$ cat config.mk
export PLATFORM = sky130hd
export DESIGN_NAME = plalu_load_unit
export DESIGN_NICKNAME = d
export VERILOG_FILES = /design/src/plalu_pkg.sv /design/src/plalu_load_unit.sv
export VERILOG_INCLUDE_DIRS = /design/src
export SDC_FILE = /design/constraint.sdc
export NUM_CORES = 1
export LEC_CHECK = 0
export ABC_AREA = 1
export BUFFER_PORTS_ARGS = -buffer_cell sky130_fd_sc_hd__buf_2
export CORE_AREA = 5 5 249 311
export DETAILED_ROUTE_END_ITERATION = 6
export DIE_AREA = 0 0 254 316
export GPL_TIMING_DRIVEN = 0
export MAX_ROUTING_LAYER = met4
export SYNTH_ARGS = -nofsm -noshare
export SYNTH_HDL_FRONTEND = slang
export SYNTH_SLANG_ARGS = --single-unit
export TNS_END_PERCENT = 5
$ cat constraint.sdc
create_clock -name clk -period 3.8 [get_ports clk]
set_input_delay 0.19 -clock clk [delete_from_list [all_inputs] [get_ports clk]]
set_output_delay 0.19 -clock clk [all_outputs]
set_load 0.01 [all_outputs]
$ cat src/plalu_defines.svh
/*
 * Constants for the partial and linked load unit: data width, access types,
 * field positions and reset values.
 * Assumes inclusion by bare name from the package and the design module.
 */
`ifndef PLALU_DEFINES_SVH
`define PLALU_DEFINES_SVH

`define PLALU_XLEN        64
`define PLALU_DISP_MSB    15
`define PLALU_LANE_BITS   3
`define PLALU_TYPE_HALF   3'h1
`define PLALU_TYPE_WORD   3'h3
`define PLALU_TYPE_DBL    3'h7
`define PLALU_ZERO64      64'h0000000000000000
`define PLALU_ZERO3       3'h0

`endif

$ cat src/plalu_pkg.sv
/*
 * Types for the partial and linked load unit.
 * Assumes plalu_defines.svh is on the include path.
 */
`include "plalu_defines.svh"
package plalu_pkg;

	// Load kinds handled here
	typedef enum logic [2:0]
	{
		PLALU_OP_NONE,
		PLALU_OP_RIGHT,
		PLALU_OP_LEFT,
		PLALU_OP_HALF_S,
		PLALU_OP_HALF_U,
		PLALU_OP_LINK_W,
		PLALU_OP_LINK_D
	} plalu_op_t;

	// Issue request from the pipeline
	typedef struct packed
	{
		plalu_op_t   op;
		logic [4:0]  target;
		logic [15:0] disp;
		logic [63:0] base;
		logic [63:0] target_old;
	} plalu_req_t;

	// Request to cache and memory
	typedef struct packed
	{
		logic [63:0] vaddr;
		logic [63:0] paddr;
		logic [2:0]  access_type;
	} plalu_mem_t;

	// Register file write-back
	typedef struct packed
	{
		logic [4:0]  target;
		logic [63:0] data;
	} plalu_wb_t;

endpackage

$ cat src/plalu_load_unit.sv
/*
 * Partial and linked load unit: address formation, lane selection,
 * extension, alignment faults, bypass, link flag and ordering barrier.
 * Assumes the cache answers each request with mem_done, possibly later,
 * and that virtual to physical translation is identity.
 */
// Summary of operation
// - Right partial load address is sign-extended 16-bit displacement plus base.
// - Right partial load reads only within its aligned doubleword, one to eight bytes.
// - Addressed byte lands in low byte, upward; upper destination bytes kept.
// - Left and right partial loads combine to assemble eight unaligned bytes.
// - Pending target value is forwarded so back-to-back loads need no no-op.
// - Right partial load never raises an alignment fault.
// - Big-endian memory forces low three physical bits to zero for right load.
// - Byte lane is low three address bits XOR replicated processor endian flag.
// - Signed halfword load sign-extends the halfword to 64 bits.
// - Unsigned halfword load zero-fills above the halfword.
// - Halfword loads fault on address bit zero set.
// - Halfword loads report a bus error on failed memory access.
// - Linked loads set the link flag and perform a synchronisation.
// - Linked load waits for earlier accesses and holds later ones.
// - Word linked load monitors the word and sign-extends it.
// - Doubleword linked load monitors the doubleword and loads 64 bits as is; the monitor shrinks to its low word once a load of another kind is accepted.
// - Any exception or cache miss after a linked load clears the link flag.
// - Linked loads run in user mode without the control coprocessor.
// - Word linked load faults when either low two address bits is set.
// - Doubleword linked load faults when any low three address bits is set.
`include "plalu_defines.svh"
module plalu_load_unit
	import plalu_pkg::*;
(
	// Clock and reset
	input  wire logic        clk,
	input  wire logic        rstn,
	// Issue side
	input  wire logic        req_valid,
	output logic             req_ready,
	input  wire plalu_req_t  req,
	// Endian controls
	input  wire logic        memory_big_endian_flag,
	input  wire logic        processor_big_endian_flag,
	input  wire logic        user_endian_swap_flag,
	// Ordering and monitoring
	input  wire logic        older_accesses_done,
	input  wire logic        exception_taken,
	input  wire logic        cache_miss,
	input  wire logic        snoop_write,
	input  wire logic [63:0] snoop_addr,
	// Memory side
	output logic             mem_valid,
	output plalu_mem_t       mem_req,
	input  wire logic        mem_done,
	input  wire logic        mem_bus_error,
	input  wire logic [63:0] mem_data,
	// Results
	output logic             wb_valid,
	output plalu_wb_t        wb,
	output logic             addr_error,
	output logic             bus_error,
	output logic             hold_younger,
	output logic             link_flag,
	output logic [63:0]      link_addr
);

	typedef enum { ST_IDLE, ST_DRAIN, ST_MEM, ST_DONE } plalu_state_t;

	// Byte lane from low address bits and endian flag
	function automatic logic [2:0] lane_of(input logic [63:0] a, input logic [2:0] m);
		lane_of = a[2:0] ^ ({3{processor_big_endian_flag}} & m);
	endfunction

	plalu_state_t state, next_state;
	plalu_req_t   cur, next_cur;
	logic [63:0]  vaddr, next_vaddr;
	logic         next_wb_valid, next_addr_error, next_bus_error;
	plalu_wb_t    next_wb;
	logic         next_link_flag;
	logic [63:0]  next_link_addr;
	logic [63:0]  issue_vaddr;
	logic [63:0]  fwd_old;
	logic         misaligned;
	logic [2:0]   lane;
	logic [63:0]  shifted;
	logic [63:0]  merged;
	logic [63:0]  keep_mask;
	logic         link_op;
	logic [63:0]  link_span;

	////////////////////////////////////////////////////////////////////////////
	// Address formation and forwarding
	assign issue_vaddr = {{48{req.disp[`PLALU_DISP_MSB]}}, req.disp} + req.base;
	// Previous load result bypassed to a following partial load
	assign fwd_old = (wb_valid && wb.target == req.target) ? wb.data : req.target_old;
	// Also ready in the write-back cycle, so a following load meets the bypass
	assign req_ready = (state == ST_IDLE) || (state == ST_DONE);

	// Alignment check per kind
	always_comb
	begin
		unique case (req.op)
			PLALU_OP_HALF_S, PLALU_OP_HALF_U: misaligned = issue_vaddr[0];
			PLALU_OP_LINK_W:                  misaligned = |issue_vaddr[1:0];
			PLALU_OP_LINK_D:                  misaligned = |issue_vaddr[2:0];
			default:                          misaligned = 1'b0;
		endcase
	end

	////////////////////////////////////////////////////////////////////////////
	// Memory request: lane, physical address and access type
	always_comb
	begin
		mem_req.vaddr = vaddr;
		mem_req.paddr = vaddr;
		mem_req.access_type = `PLALU_TYPE_DBL;
		lane = lane_of(vaddr, 3'h7);
		unique case (cur.op)
			PLALU_OP_RIGHT:
			begin
				mem_req.paddr[2:0] = memory_big_endian_flag ? `PLALU_ZERO3
					: (vaddr[2:0] ^ {3{user_endian_swap_flag}});
				mem_req.access_type = ~lane;
			end
			PLALU_OP_LEFT:
			begin
				mem_req.paddr[2:0] = memory_big_endian_flag ? (vaddr[2:0] ^ {3{user_endian_swap_flag}})
					: `PLALU_ZERO3;
				mem_req.access_type = lane;
			end
			PLALU_OP_HALF_S, PLALU_OP_HALF_U:
			begin
				lane = lane_of(vaddr, 3'h6);
				mem_req.paddr[2:0] = vaddr[2:0] ^ {user_endian_swap_flag, user_endian_swap_flag, 1'b0};
				mem_req.access_type = `PLALU_TYPE_HALF;
			end
			PLALU_OP_LINK_W:
			begin
				lane = lane_of(vaddr, 3'h4);
				mem_req.paddr[2:0] = vaddr[2:0] ^ {user_endian_swap_flag, 2'b00};
				mem_req.access_type = `PLALU_TYPE_WORD;
			end
			default:
			begin
				lane = `PLALU_ZERO3;
			end
		endcase
	end
	assign mem_valid = (state == ST_MEM);
	// Younger shared accesses wait behind a linked load
	assign link_op = (cur.op == PLALU_OP_LINK_W) || (cur.op == PLALU_OP_LINK_D);
	assign hold_younger = (state != ST_IDLE) && link_op;

	////////////////////////////////////////////////////////////////////////////
	// Data alignment, merge and extension
	assign shifted = mem_data >> {lane, 3'b000};
	assign keep_mask = ~(`PLALU_ZERO64 - 64'h1 >> {lane, 3'b000});
	always_comb
	begin
		unique case (cur.op)
			PLALU_OP_RIGHT:  merged = (cur.target_old & keep_mask) | shifted;
			PLALU_OP_LEFT:   merged = (mem_data << {~lane, 3'b000})
				| (cur.target_old & ~(64'hFFFFFFFFFFFFFFFF << {~lane, 3'b000}));
			PLALU_OP_HALF_S: merged = {{48{shifted[15]}}, shifted[15:0]};
			PLALU_OP_HALF_U: merged = {48'h000000000000, shifted[15:0]};
			PLALU_OP_LINK_W: merged = {{32{shifted[31]}}, shifted[31:0]};
			default:         merged = mem_data;
		endcase
	end

	////////////////////////////////////////////////////////////////////////////
	// Sequencer next state; no privilege check on linked loads
	always_comb
	begin
		next_state = state;
		next_cur = cur;
		next_vaddr = vaddr;
		next_wb_valid = 1'b0;
		next_wb = wb;
		next_addr_error = 1'b0;
		next_bus_error = 1'b0;
		unique case (state)
			ST_IDLE, ST_DONE:
			begin
				next_state = ST_IDLE;
				if (req_valid && req.op != PLALU_OP_NONE)
				begin
					next_cur = req;
					next_cur.target_old = fwd_old;
					next_vaddr = issue_vaddr;
					if (misaligned)
						next_addr_error = 1'b1;
					else if (req.op == PLALU_OP_LINK_W || req.op == PLALU_OP_LINK_D)
						next_state = ST_DRAIN;
					else
						next_state = ST_MEM;
				end
			end
			ST_DRAIN:
			begin
				if (older_accesses_done)
					next_state = ST_MEM;
			end
			ST_MEM:
			begin
				if (mem_done)
				begin
					next_state = ST_DONE;
					if (mem_bus_error)
						next_bus_error = 1'b1;
					else
					begin
						next_wb_valid = 1'b1;
						next_wb.target = cur.target;
						next_wb.data = merged;
					end
				end
			end
		endcase
	end

	////////////////////////////////////////////////////////////////////////////
	// Link flag and monitored address next values
	assign link_span = (cur.op == PLALU_OP_LINK_D) ? 64'hFFFFFFFFFFFFFFF8 : 64'hFFFFFFFFFFFFFFFC;
	always_comb
	begin
		next_link_flag = link_flag;
		next_link_addr = link_addr;
		if (exception_taken || cache_miss || addr_error || bus_error)
			next_link_flag = 1'b0;
		if (snoop_write && ((snoop_addr ^ link_addr) & link_span) == `PLALU_ZERO64)
			next_link_flag = 1'b0;
		if (state == ST_MEM && mem_done && !mem_bus_error && link_op)
		begin
			next_link_flag = 1'b1;
			next_link_addr = vaddr & link_span;
		end
	end

	// State registers
	always_ff @(posedge clk or negedge rstn)
	begin
		if (!rstn)
		begin
			state <= ST_IDLE;
			cur <= '0;
			vaddr <= `PLALU_ZERO64;
			wb_valid <= 1'b0;
			wb <= '0;
			addr_error <= 1'b0;
			bus_error <= 1'b0;
			link_flag <= 1'b0;
			link_addr <= `PLALU_ZERO64;
		end
		else
		begin
			state <= next_state;
			cur <= next_cur;
			vaddr <= next_vaddr;
			wb_valid <= next_wb_valid;
			wb <= next_wb;
			addr_error <= next_addr_error;
			bus_error <= next_bus_error;
			link_flag <= next_link_flag;
			link_addr <= next_link_addr;
		end
	end

	////////////////////////////////////////////////////////////////////////////
	// Checks
	a_right_no_fault: assert property (@(posedge clk) disable iff (!rstn)
		(req_valid && req_ready && req.op == PLALU_OP_RIGHT) |=> !addr_error)
		else $error("right partial load raised alignment fault");
	a_half_odd_fault: assert property (@(posedge clk) disable iff (!rstn)
		(req_valid && req_ready && (req.op == PLALU_OP_HALF_S || req.op == PLALU_OP_HALF_U)
		&& issue_vaddr[0]) |=> addr_error && state == ST_IDLE)
		else $error("odd halfword load not faulted");
	a_word_link_fault: assert property (@(posedge clk) disable iff (!rstn)
		(req_valid && req_ready && req.op == PLALU_OP_LINK_W && |issue_vaddr[1:0]) |=> addr_error)
		else $error("misaligned word linked load not faulted");
	a_dbl_link_fault: assert property (@(posedge clk) disable iff (!rstn)
		(req_valid && req_ready && req.op == PLALU_OP_LINK_D && |issue_vaddr[2:0]) |=> addr_error)
		else $error("misaligned doubleword linked load not faulted");
	a_right_big_paddr: assert property (@(posedge clk) disable iff (!rstn)
		(mem_valid && cur.op == PLALU_OP_RIGHT && memory_big_endian_flag) |-> mem_req.paddr[2:0] == 3'h0)
		else $error("big-endian right load low address not zero");
	a_link_sets_flag: assert property (@(posedge clk) disable iff (!rstn)
		(mem_valid && mem_done && !mem_bus_error && link_op) |=> link_flag && wb_valid)
		else $error("linked load did not set link flag");
	a_link_waits_drain: assert property (@(posedge clk) disable iff (!rstn)
		(state == ST_DRAIN && !older_accesses_done) |=> !mem_valid)
		else $error("linked load issued before older accesses drained");
	a_exc_clears_link: assert property (@(posedge clk) disable iff (!rstn)
		(exception_taken && !(mem_valid && mem_done)) |=> !link_flag)
		else $error("exception left link flag set");
	a_half_sign_ext: assert property (@(posedge clk) disable iff (!rstn)
		(wb_valid && cur.op == PLALU_OP_HALF_S) |-> wb.data[63:16] == {48{wb.data[15]}})
		else $error("signed halfword not sign-extended");
	a_half_zero_ext: assert property (@(posedge clk) disable iff (!rstn)
		(wb_valid && cur.op == PLALU_OP_HALF_U) |-> wb.data[63:16] == 48'h000000000000)
		else $error("unsigned halfword not zero-extended");
	a_bus_err_half: assert property (@(posedge clk) disable iff (!rstn)
		(mem_valid && mem_done && mem_bus_error) |=> bus_error && !wb_valid)
		else $error("bus error not reported");

	c_right_load: cover property (@(posedge clk) disable iff (!rstn) wb_valid && cur.op == PLALU_OP_RIGHT);
	c_link_done:  cover property (@(posedge clk) disable iff (!rstn) $rose(link_flag));
	c_addr_fault: cover property (@(posedge clk) disable iff (!rstn) addr_error);
	c_snoop_kill: cover property (@(posedge clk) disable iff (!rstn) $fell(link_flag) && $past(snoop_write));

endmodule // plalu_load_unit

==> summary.txt, run 1 <==
Run status
  • Failing checks: design-rule violations
  • Outcome: complete, but fails checks

Pwr
  • Total Power: 0.0278 W
  • Static leakage: 14.5 nW
  • Register share of total power: 0.218
  • Comb power frac: 0.659
  • Sw frac: 0.593
  • Clock Power Share: 0.123
  • Max rail drop VDD: 0.000436 V
  • Internal: 0.0113 W
  • PwrDens: 998 mW/mm^2
  • Switch Pwr: 0.0165 W

Synth
  • Register area share after synthesis: 0.310
  • Yosys cell types: 48
  • Synthesized cell area: 0.0220 mm^2
  • #FFs+latches synth: 273
  • Synth Warn #: 0
  • Syn_area_per_cell: 6.32 um^2
  • Cell count after synthesis: 3483

Detailed routing
  • WL per Instance: 30.1 um
  • DR vias/cell: 5.35
  • DRT iter0 DRCs: 2453
  • DRC: 1
  • Vias: 27.6k
  • DR pass1 iterations: 7
  • Routed WL: 155000 um
  • Antenna-violating nets left: 0

Timing
  • Finish-stage setup viols: 0
  • Worst-Margin Slew: 1.24 ns
  • RSZ-0062 raised after global routing: no
  • Tcrit/Tclk final: 0.978
  • Hold_ws: 0.0256 ns
  • Fin. max-slew vios: 0
  • Hold Vio Cnt, Final: 0
  • Setup TNS Final: 0 ns
  • Worst setup margin: 0.0834 ns
  • FMAX: 269 MHz
  • Final min period: 3.72 ns
  • Slew HR: 0.176
  • Setup Skew: 0.0280 ns

Floorplanning
  • Number of cell rows: 112
  • DIE WIDTH: 254 um
  • Core area: 0.0743 mm^2
  • Initial Util: 0.296
  • I/O pin count: 563
  • Die ar.: 0.0803 mm^2
  • Die height: 316 um

Setup path
  • Worst setup SP type: flop
  • Crit end category: flop
  • Crit path kind: flop to flop
  • Req. time, crit path: 4.23 ns
  • Worst EP arrival: 4.14 ns
  • Crit Path Max Fanout: 10

Global routing
  • Antenna violations before repair: 17
  • First-pass GRT wire length: 209000 um
  • Gr usage total: 0.383
  • Pin count of the biggest net entering global routing: 104
  • Vias in the first global route: 27.7k
  • Overflow after GRT: 0

Clocking
  • Number of post-CTS setup repair buffers: 0
  • Maximum clock path buffer count: 3
  • TritonCTS clock tree: done
  • Register clock-pin slew on the reported worst setup and hold paths: 0.06 ns
  • Cts bufs inserted: 35
  • Root buffer cell: clkbuf_16
  • Clock sink count: 273
  • H-Tree Depth: 2
  • Clk_lat worst skew: 0.59 ns

Cells and area
  • Layout cells sized above 1: 0.183
  • Non-Filler Instances: 5151
  • Area Growth Syn to Fin: 26.8%
  • Most common cell after layout, fill and taps aside: nand2_1
  • Most frequent cells in the layout: nand2_1, buf_2, nand3_1
  • Final net count: 4501

Placement
  • RePlAce Congestion: 1.09
  • Port bufs: 558
  • Pre-CTS setup slack: -0.505 ns
  • Placed Cells: 5013
  • Final HPWL DP: 128000 um

Job
  • Max Cap Viol: 0

Hold path
  • Worst hold path class: input pin to flop
-- routing by layer --
layer	routed length, um	track usage	up-vias
li1	-	-	12600
met5	0	-	-
met4	14900	0.283	0
met2	75000	0.646	1294
met1	55600	0.406	13300
met3	9400	0.0553	373
-- final timing paths --
| check | startpoint | end | slack (ns) | cells past startpoint |
|---|---|---|---|---|
| setup / recovery | wb[68]$_DFFE_PN0P_ | cur[52]$_DFFE_PN0P_ | 0.08 | 8 |
| hold / removal | req[54] | cur[54]$_DFFE_PN0P_ | 0.03 | 5 |
| setup reg to reg | wb[68]$_DFFE_PN0P_ | cur[52]$_DFFE_PN0P_ | 0.08 | 8 |
| hold reg to reg | cur[145]$_DFFE_PN0P_ | wb[65]$_DFFE_PN0P_ | 0.48 | 2 |
| max in group asynchronous | rstn | link_addr[42]$_DFFE_PN0P_ | 2.51 | 3 |
| min in group asynchronous | rstn | wb[36]$_DFFE_PN0P_ | 0.20 | 2 |
-- cell usage after synthesis, drive strengths merged --
| master | count | share of area |
|---|---|---|
| nor3 | 17 | 0.0039 |
| nand4 | 39 | 0.011 |
| o21a | 5 | 0.0017 |
| dfrtp | 273 | 0.31 |
| conb | 1 | 0.00017 |
| xor2 | 16 | 0.0064 |
| a22o | 2 | 0.00080 |
| clkbuf | 91 | 0.016 |
| fa | 1 | 0.00091 |
| nand3b | 10 | 0.0034 |
| and2 | 1 | 0.00028 |
| xnor2 | 36 | 0.014 |
| o22ai | 19 | 0.0057 |
| o21bai | 20 | 0.0068 |
| a31oi | 1 | 0.00028 |
| o21ai | 335 | 0.076 |
| clkinv | 2 | 0.00034 |
| o211ai | 17 | 0.0058 |
| a311oi | 1 | 0.00040 |
| a221oi | 4 | 0.0019 |
| a21o | 8 | 0.0027 |
| a2bb2oi | 16 | 0.0064 |
| o31ai | 1 | 0.00034 |
| inv | 389 | 0.066 |
| a21oi | 237 | 0.054 |
| nor2 | 277 | 0.049 |
| buf | 124 | 0.036 |
| ha | 66 | 0.038 |
| nand3 | 411 | 0.094 |
| or2 | 12 | 0.0034 |
| nand2 | 1029 | 0.18 |
| o2111ai | 1 | 0.00040 |
| and3 | 3 | 0.00085 |
| nor4 | 7 | 0.0020 |
| a21boi | 3 | 0.0010 |
| a211oi | 8 | 0.0027 |
-- critical path, cell delays in order (launching register included) --
cell and delay, ns:
dfrtp_1 0.40, xor2_1 0.40, a21oi_2 0.24, nand3_1 0.43
clkbuf_1 0.82, clkbuf_1 0.81, a21oi_1 0.12, o21ai_0 0.17
o21ai_0 0.14
-- area by class of cell --
cell class,count,area [um^2]
fillers,8415,46400
multi-input cells,2605,12600
flip-flops and latches,273,6830
repair buffers,621,3470
inverters,391,1470
well taps,969,1210
plain buffers,215,1130
clock buffers,44,950
clock inverters,17,178
diodes,16,40.0
-- repair_timing --
action,in CTS,in global routing
setup endpoints to repair,78,4
hold buffers,61,0
resized for setup,4,5
hold endpoints to repair,140,0
-- stage by stage --
stage / instance area [um^2] / utilization
final: 27900 / 0.375
after global routing: 27900 / 0.375
after CTS: 27800 / 0.375
after detailed placement: 26100 / 0.351
after global placement: 26000 / 0.350
after floorplan: 22000 / -
-- registers in the layout (all words and copies together), names as in the netlist --
| register | count |
|---|---|
| state | 2 |
| vaddr | 64 |
| bus_error | 1 |
| wb_valid | 1 |
| link_addr | 62 |
| wb | 69 |
| cur | 72 |
| link_flag | 1 |
| addr_error | 1 |
-- power by group through the flow --
stage	registers, W	clock network, W	logic (W)
4_1_cts	0.00605	0.00349	0.0180
3_3_place_gp	0.00608	0	0.0180
2_1_floorplan	0.00566	0	0.00922
5_1_grt	0.00616	0.00359	0.0193
3_5_place_dp	0.00606	0	0.0179
6_report	0.00606	0.00343	0.0183
-- cells by family after synthesis --
family,synth area share
XOR/XNOR,0.0207
AND/OR/NAND/NOR,0.345
AO/OA/AOI/OAI,0.167
flip-flops,0.310
other,0.000170
buffers and inverters,0.118
adder cells (fa/ha/maj),0.0384
Power figures use the tool's default switching activity.
==> run 2: changes to the inputs <==
ABC_AREA = unset   (was 1)
CORE_AREA = 5 5 204 255   (was 5 5 249 311)
DIE_AREA = 0 0 209 260   (was 0 0 254 316)
==> run 2 against run 1 <==
  * Clock-buffer cell count grew 2
  * Die area is 32% lower
  * Sequential share of layout area is 2.6 points higher
  * Critical path depth is 3 higher
  * Via count decreased by 24%
  * The run ends with design-rule violations, negative setup slack left
==> summary.txt, run 2 <==
Clocking
  • Cts bufs inserted: 31 (-11%)
  • Maximum clock path buffer count: 3 (unchanged)
  • Number of post-CTS setup repair buffers: 0 (unchanged)
  • Clk_lat worst skew: 0.58 ns (about the same)
  • H-Tree Depth: 1 (-1)
  • Register clock-pin slew on the reported worst setup and hold paths: 0.06 ns (about the same)
  • TritonCTS clock tree: done
  • Root buffer cell: clkbuf_16
  • Clock sink count: 273 (unchanged)

Cells and area
  • Biggest regs: cur x72, wb x69, vaddr x64
  • Final Core Density: 0.513 (+0.137)
  • Reg with most FFs: cur
  • Total area of sequential cells: 0.00683 mm^2 (unchanged)
  • Area of the multi-input gates: 0.0115 mm^2 (-8.8%)
  • Most frequent cells in the layout: buf_2, nand2_1, dfrtp_1
  • Area Growth Syn to Fin: 29.7%
  • Max reg flops: 72 (unchanged)
  • Final net count: 3278 (-27%)
  • Layout cells sized above 1: 0.281 (+0.0981)
  • Most common cell after layout, fill and taps aside: buf_2
  • Fillers: 4815 (-43%)

Setup path
  • Reg2reg setup slack: -0.11 ns (-0.20 ns)
  • Worst EP arrival: 4.36 ns (+0.22 ns)
  • Crit path kind: flop to flop
  • Worst setup SP type: flop
  • Most used cell, CP: nand2_1
  • Crit end category: flop
  • Req. time, crit path: 4.25 ns (+0.02 ns)
  • Slowest CP cell: clkbuf_1
  • Crit Path Max Fanout: 10 (unchanged)
  • CP Cell Sequence: nor2_1 -> nand2_1 -> and2_1 -> buf_2 -> nand2_1 -> buf_2 -> buf_1 -> clkbuf_1 -> nand2_1 -> a311oi_1 -> o21ai_1
  • Crit-path max cell delay: 0.60 ns (-0.22 ns)

Synth
  • Area leader, netlist: dfrtp_1
  • Yosys cell types: 88 (+83%)
  • Synth async-reset ratio: 1.00 (unchanged)
  • Synth Flop Type: dfrtp_1
  • Cell count after synthesis: 2236 (-36%)
  • Top cell type's share of synthesized area: 0.351 (+0.0407)
  • #FFs+latches synth: 273 (unchanged)
  • Synthesized cell area: 0.0195 mm^2 (-12%)
  • Count leader, synth: nand2_1
  • Top post-synthesis cells by count: nand2_1, dfrtp_1, o21ai_0
  • Synth Warn #: 0 (unchanged)
  • Post-synth EDFFs: 0 (unchanged)
  • Register area share after synthesis: 0.351 (+0.0407)
  • Synth top area cells: dfrtp_1, mux2i_1, nand2_1
  • Syn_area_per_cell: 8.70 um^2 (+38%)

Global routing
  • Vias in the first global route: 21.6k (-22%)
  • First-pass GRT wire length: 145000 um (-31%)
  • Gr usage total: 0.367 (-0.0154)
  • Overflow after GRT: 0 (unchanged)
  • Pin count of the biggest net entering global routing: 106 (+1.9%)
  • Antenna violations before repair: 9 (-8)

Timing
  • Slew HR: 0.119 (-0.0572)
  • Hold Vio Cnt, Final: 0 (unchanged)
  • RSZ-0062 raised after global routing: yes
  • Fin. max-slew vios: 0 (unchanged)
  • Final min period: 3.91 ns (+0.196 ns)
  • Setup Skew: 0.00627 ns (-0.0217 ns)
  • Tcrit/Tclk final: 1.03 (+0.0515)
  • Worst-Margin Slew: 1.31 ns (+0.0737 ns)
  • FMAX: 256 MHz (-5.0%)
  • Worst setup margin: -0.112 ns (-0.196 ns)
  • Finish-stage setup viols: 9 (+9)
  • Hold_ws: 0.0357 ns (+0.0100 ns)

Floorplanning
  • Die height: 260 um (-18%)
  • Die ar.: 0.0543 mm^2 (-32%)
  • I/O pin count: 563 (unchanged)
  • DIE WIDTH: 209 um (-18%)
  • Initial Util: 0.396 (+0.0993)
  • Core area: 0.0492 mm^2 (-34%)
  • Number of cell rows: 91 (-19%)

Hold path
  • Worst hold path class: input pin to flop

Detailed routing
  • Vias: 21.0k (-24%)
  • Antenna-violating nets left: 0 (unchanged)
  • WL per Instance: 28.1 um (-6.5%)
  • DR vias/cell: 5.82 (+8.7%)
  • DR pass1 iterations: 7 (unchanged)
  • Routed WL: 101000 um (-35%)
  • DRC: 1 (unchanged)
  • Wl on met1: 36600 um (-34%)
  • Top sig layer: met4
  • Met2 routed WL: 50500 um (-33%)
  • Met3 Wirelength: 6460 um (-31%)
  • DRT iter0 DRCs: 1877 (-23%)

Pwr
  • Max rail drop VDD: 0.000471 V (+7.9%)
  • Static leakage: 12.2 nW (-15%)
  • PwrDens: 903 mW/mm^2 (-9.5%)

Placement
  • Port bufs: 557 (-0.18%)
  • Final HPWL DP: 82500 um (-36%)
  • RePlAce Congestion: 1.12 (+2.4%)

Run status
  • Outcome: complete, but fails checks
  • Failing checks: design-rule violations, negative setup slack

Job
  • Max Cap Viol: 0 (unchanged)
run 2: changes by cell type in the layout (fill, tap and decap cells not counted), moves of 27 or more:
cell / change
a21oi_1: -121
xnor2_1: +27
a31oi_1: +27
a21o_1: +45
nand2_1: -642
o21ai_0: -73
nor2_1: -168
mux2i_1: +175
nand3_1: -387
xor2_1: +37
dlygate4sd3_1: +28
mux2_2: +67
inv_1: -347
run 2: path summary, 6_finish.rpt:
check | startpoint | endpoint | depth (start not counted)
max in group asynchronous | rstn | link_addr[50]$_DFFE_PN0P_ | 3
min | req[0] | cur[0]$_DFFE_PN0P_ | 3
min in group asynchronous | rstn | wb[45]$_DFFE_PN0P_ | 2
max | cur[149]$_DFFE_PN0P_ | wb[39]$_DFFE_PN0P_ | 11
max reg2reg | cur[149]$_DFFE_PN0P_ | wb[39]$_DFFE_PN0P_ | 11
min reg2reg | cur[146]$_DFFE_PN0P_ | wb[66]$_DFFE_PN0P_ | 2
run 2: worst max-delay path, delay by kind of cell, from the launching register on:
family	cells	cell delay, ns
AOI/OAI and AO/OA	2	0.65
and+or+nand+nor	5	0.99
buffers and inverters	4	1.67
DFF	1	0.48
run 2: cells by family after synthesis:
logic type      synth area share
compound gates             0.218
xor+xnor                  0.0522
fa+ha+maj                 0.0435
buf+inv                   0.0617
flops                      0.351
mux                        0.130
other cells             0.000193
simple gates               0.143
run 2: routing by layer:
metal	global-route usage	vias up
met3	0.0502	258
li1	-	9382
met1	0.399	10300
met4	0.211	0
met5	-	-
met2	0.644	1037
run 2: where the power goes:
| part | switching [W] | leakage (nW) | internal, W |
|---|---|---|---|
| Clock | 0.00128 | 0.532 | 0.00195 |
| Combinational | 0.00890 | 8.27 | 0.00490 |
| Sequential | 0.00152 | 3.44 | 0.00425 |
| Total | 0.0117 | 12.2 | 0.0111 |
run 2: layout make-up:
class | count | area share
Inverter | 38 | 0.00570
Multi-Input combinational cell | 1725 | 0.456
Timing Repair Buffer | 649 | 0.149
Clock buffer | 46 | 0.0369
Tap cell | 651 | 0.0323
Sequential cell | 273 | 0.271
Buffer | 201 | 0.0425
Clock inverter | 10 | 0.00615
Antenna cell | 8 | 0.000794
run 2: repair_timing:
item                                    CTS  global route
endpoints found under the setup margin   50            40
hold endpoints to repair                177             0
gates resized for setup                  16            12
hold buffers                             89             0
run 2: stage by stage:
stage | power, W | std cells | cell area (um^2) | TNS (ns) | setup slack, ns
6_report | 0.0228 | 3601 | 25200 | -0.610 | -0.112
5_1_grt | 0.0239 | 3599 | 25200 | -1.47 | -0.178
4_1_cts | 0.0225 | 3593 | 25200 | 0 | 0.0194
3_5_place_dp | 0.0191 | 3448 | 23100 | -25.63 | -0.794
3_3_place_gp | 0.0190 | 3445 | 23100 | -739.32 | -2.64
2_1_floorplan | 0.0130 | 2237 | 19500 | 0 | 0.908
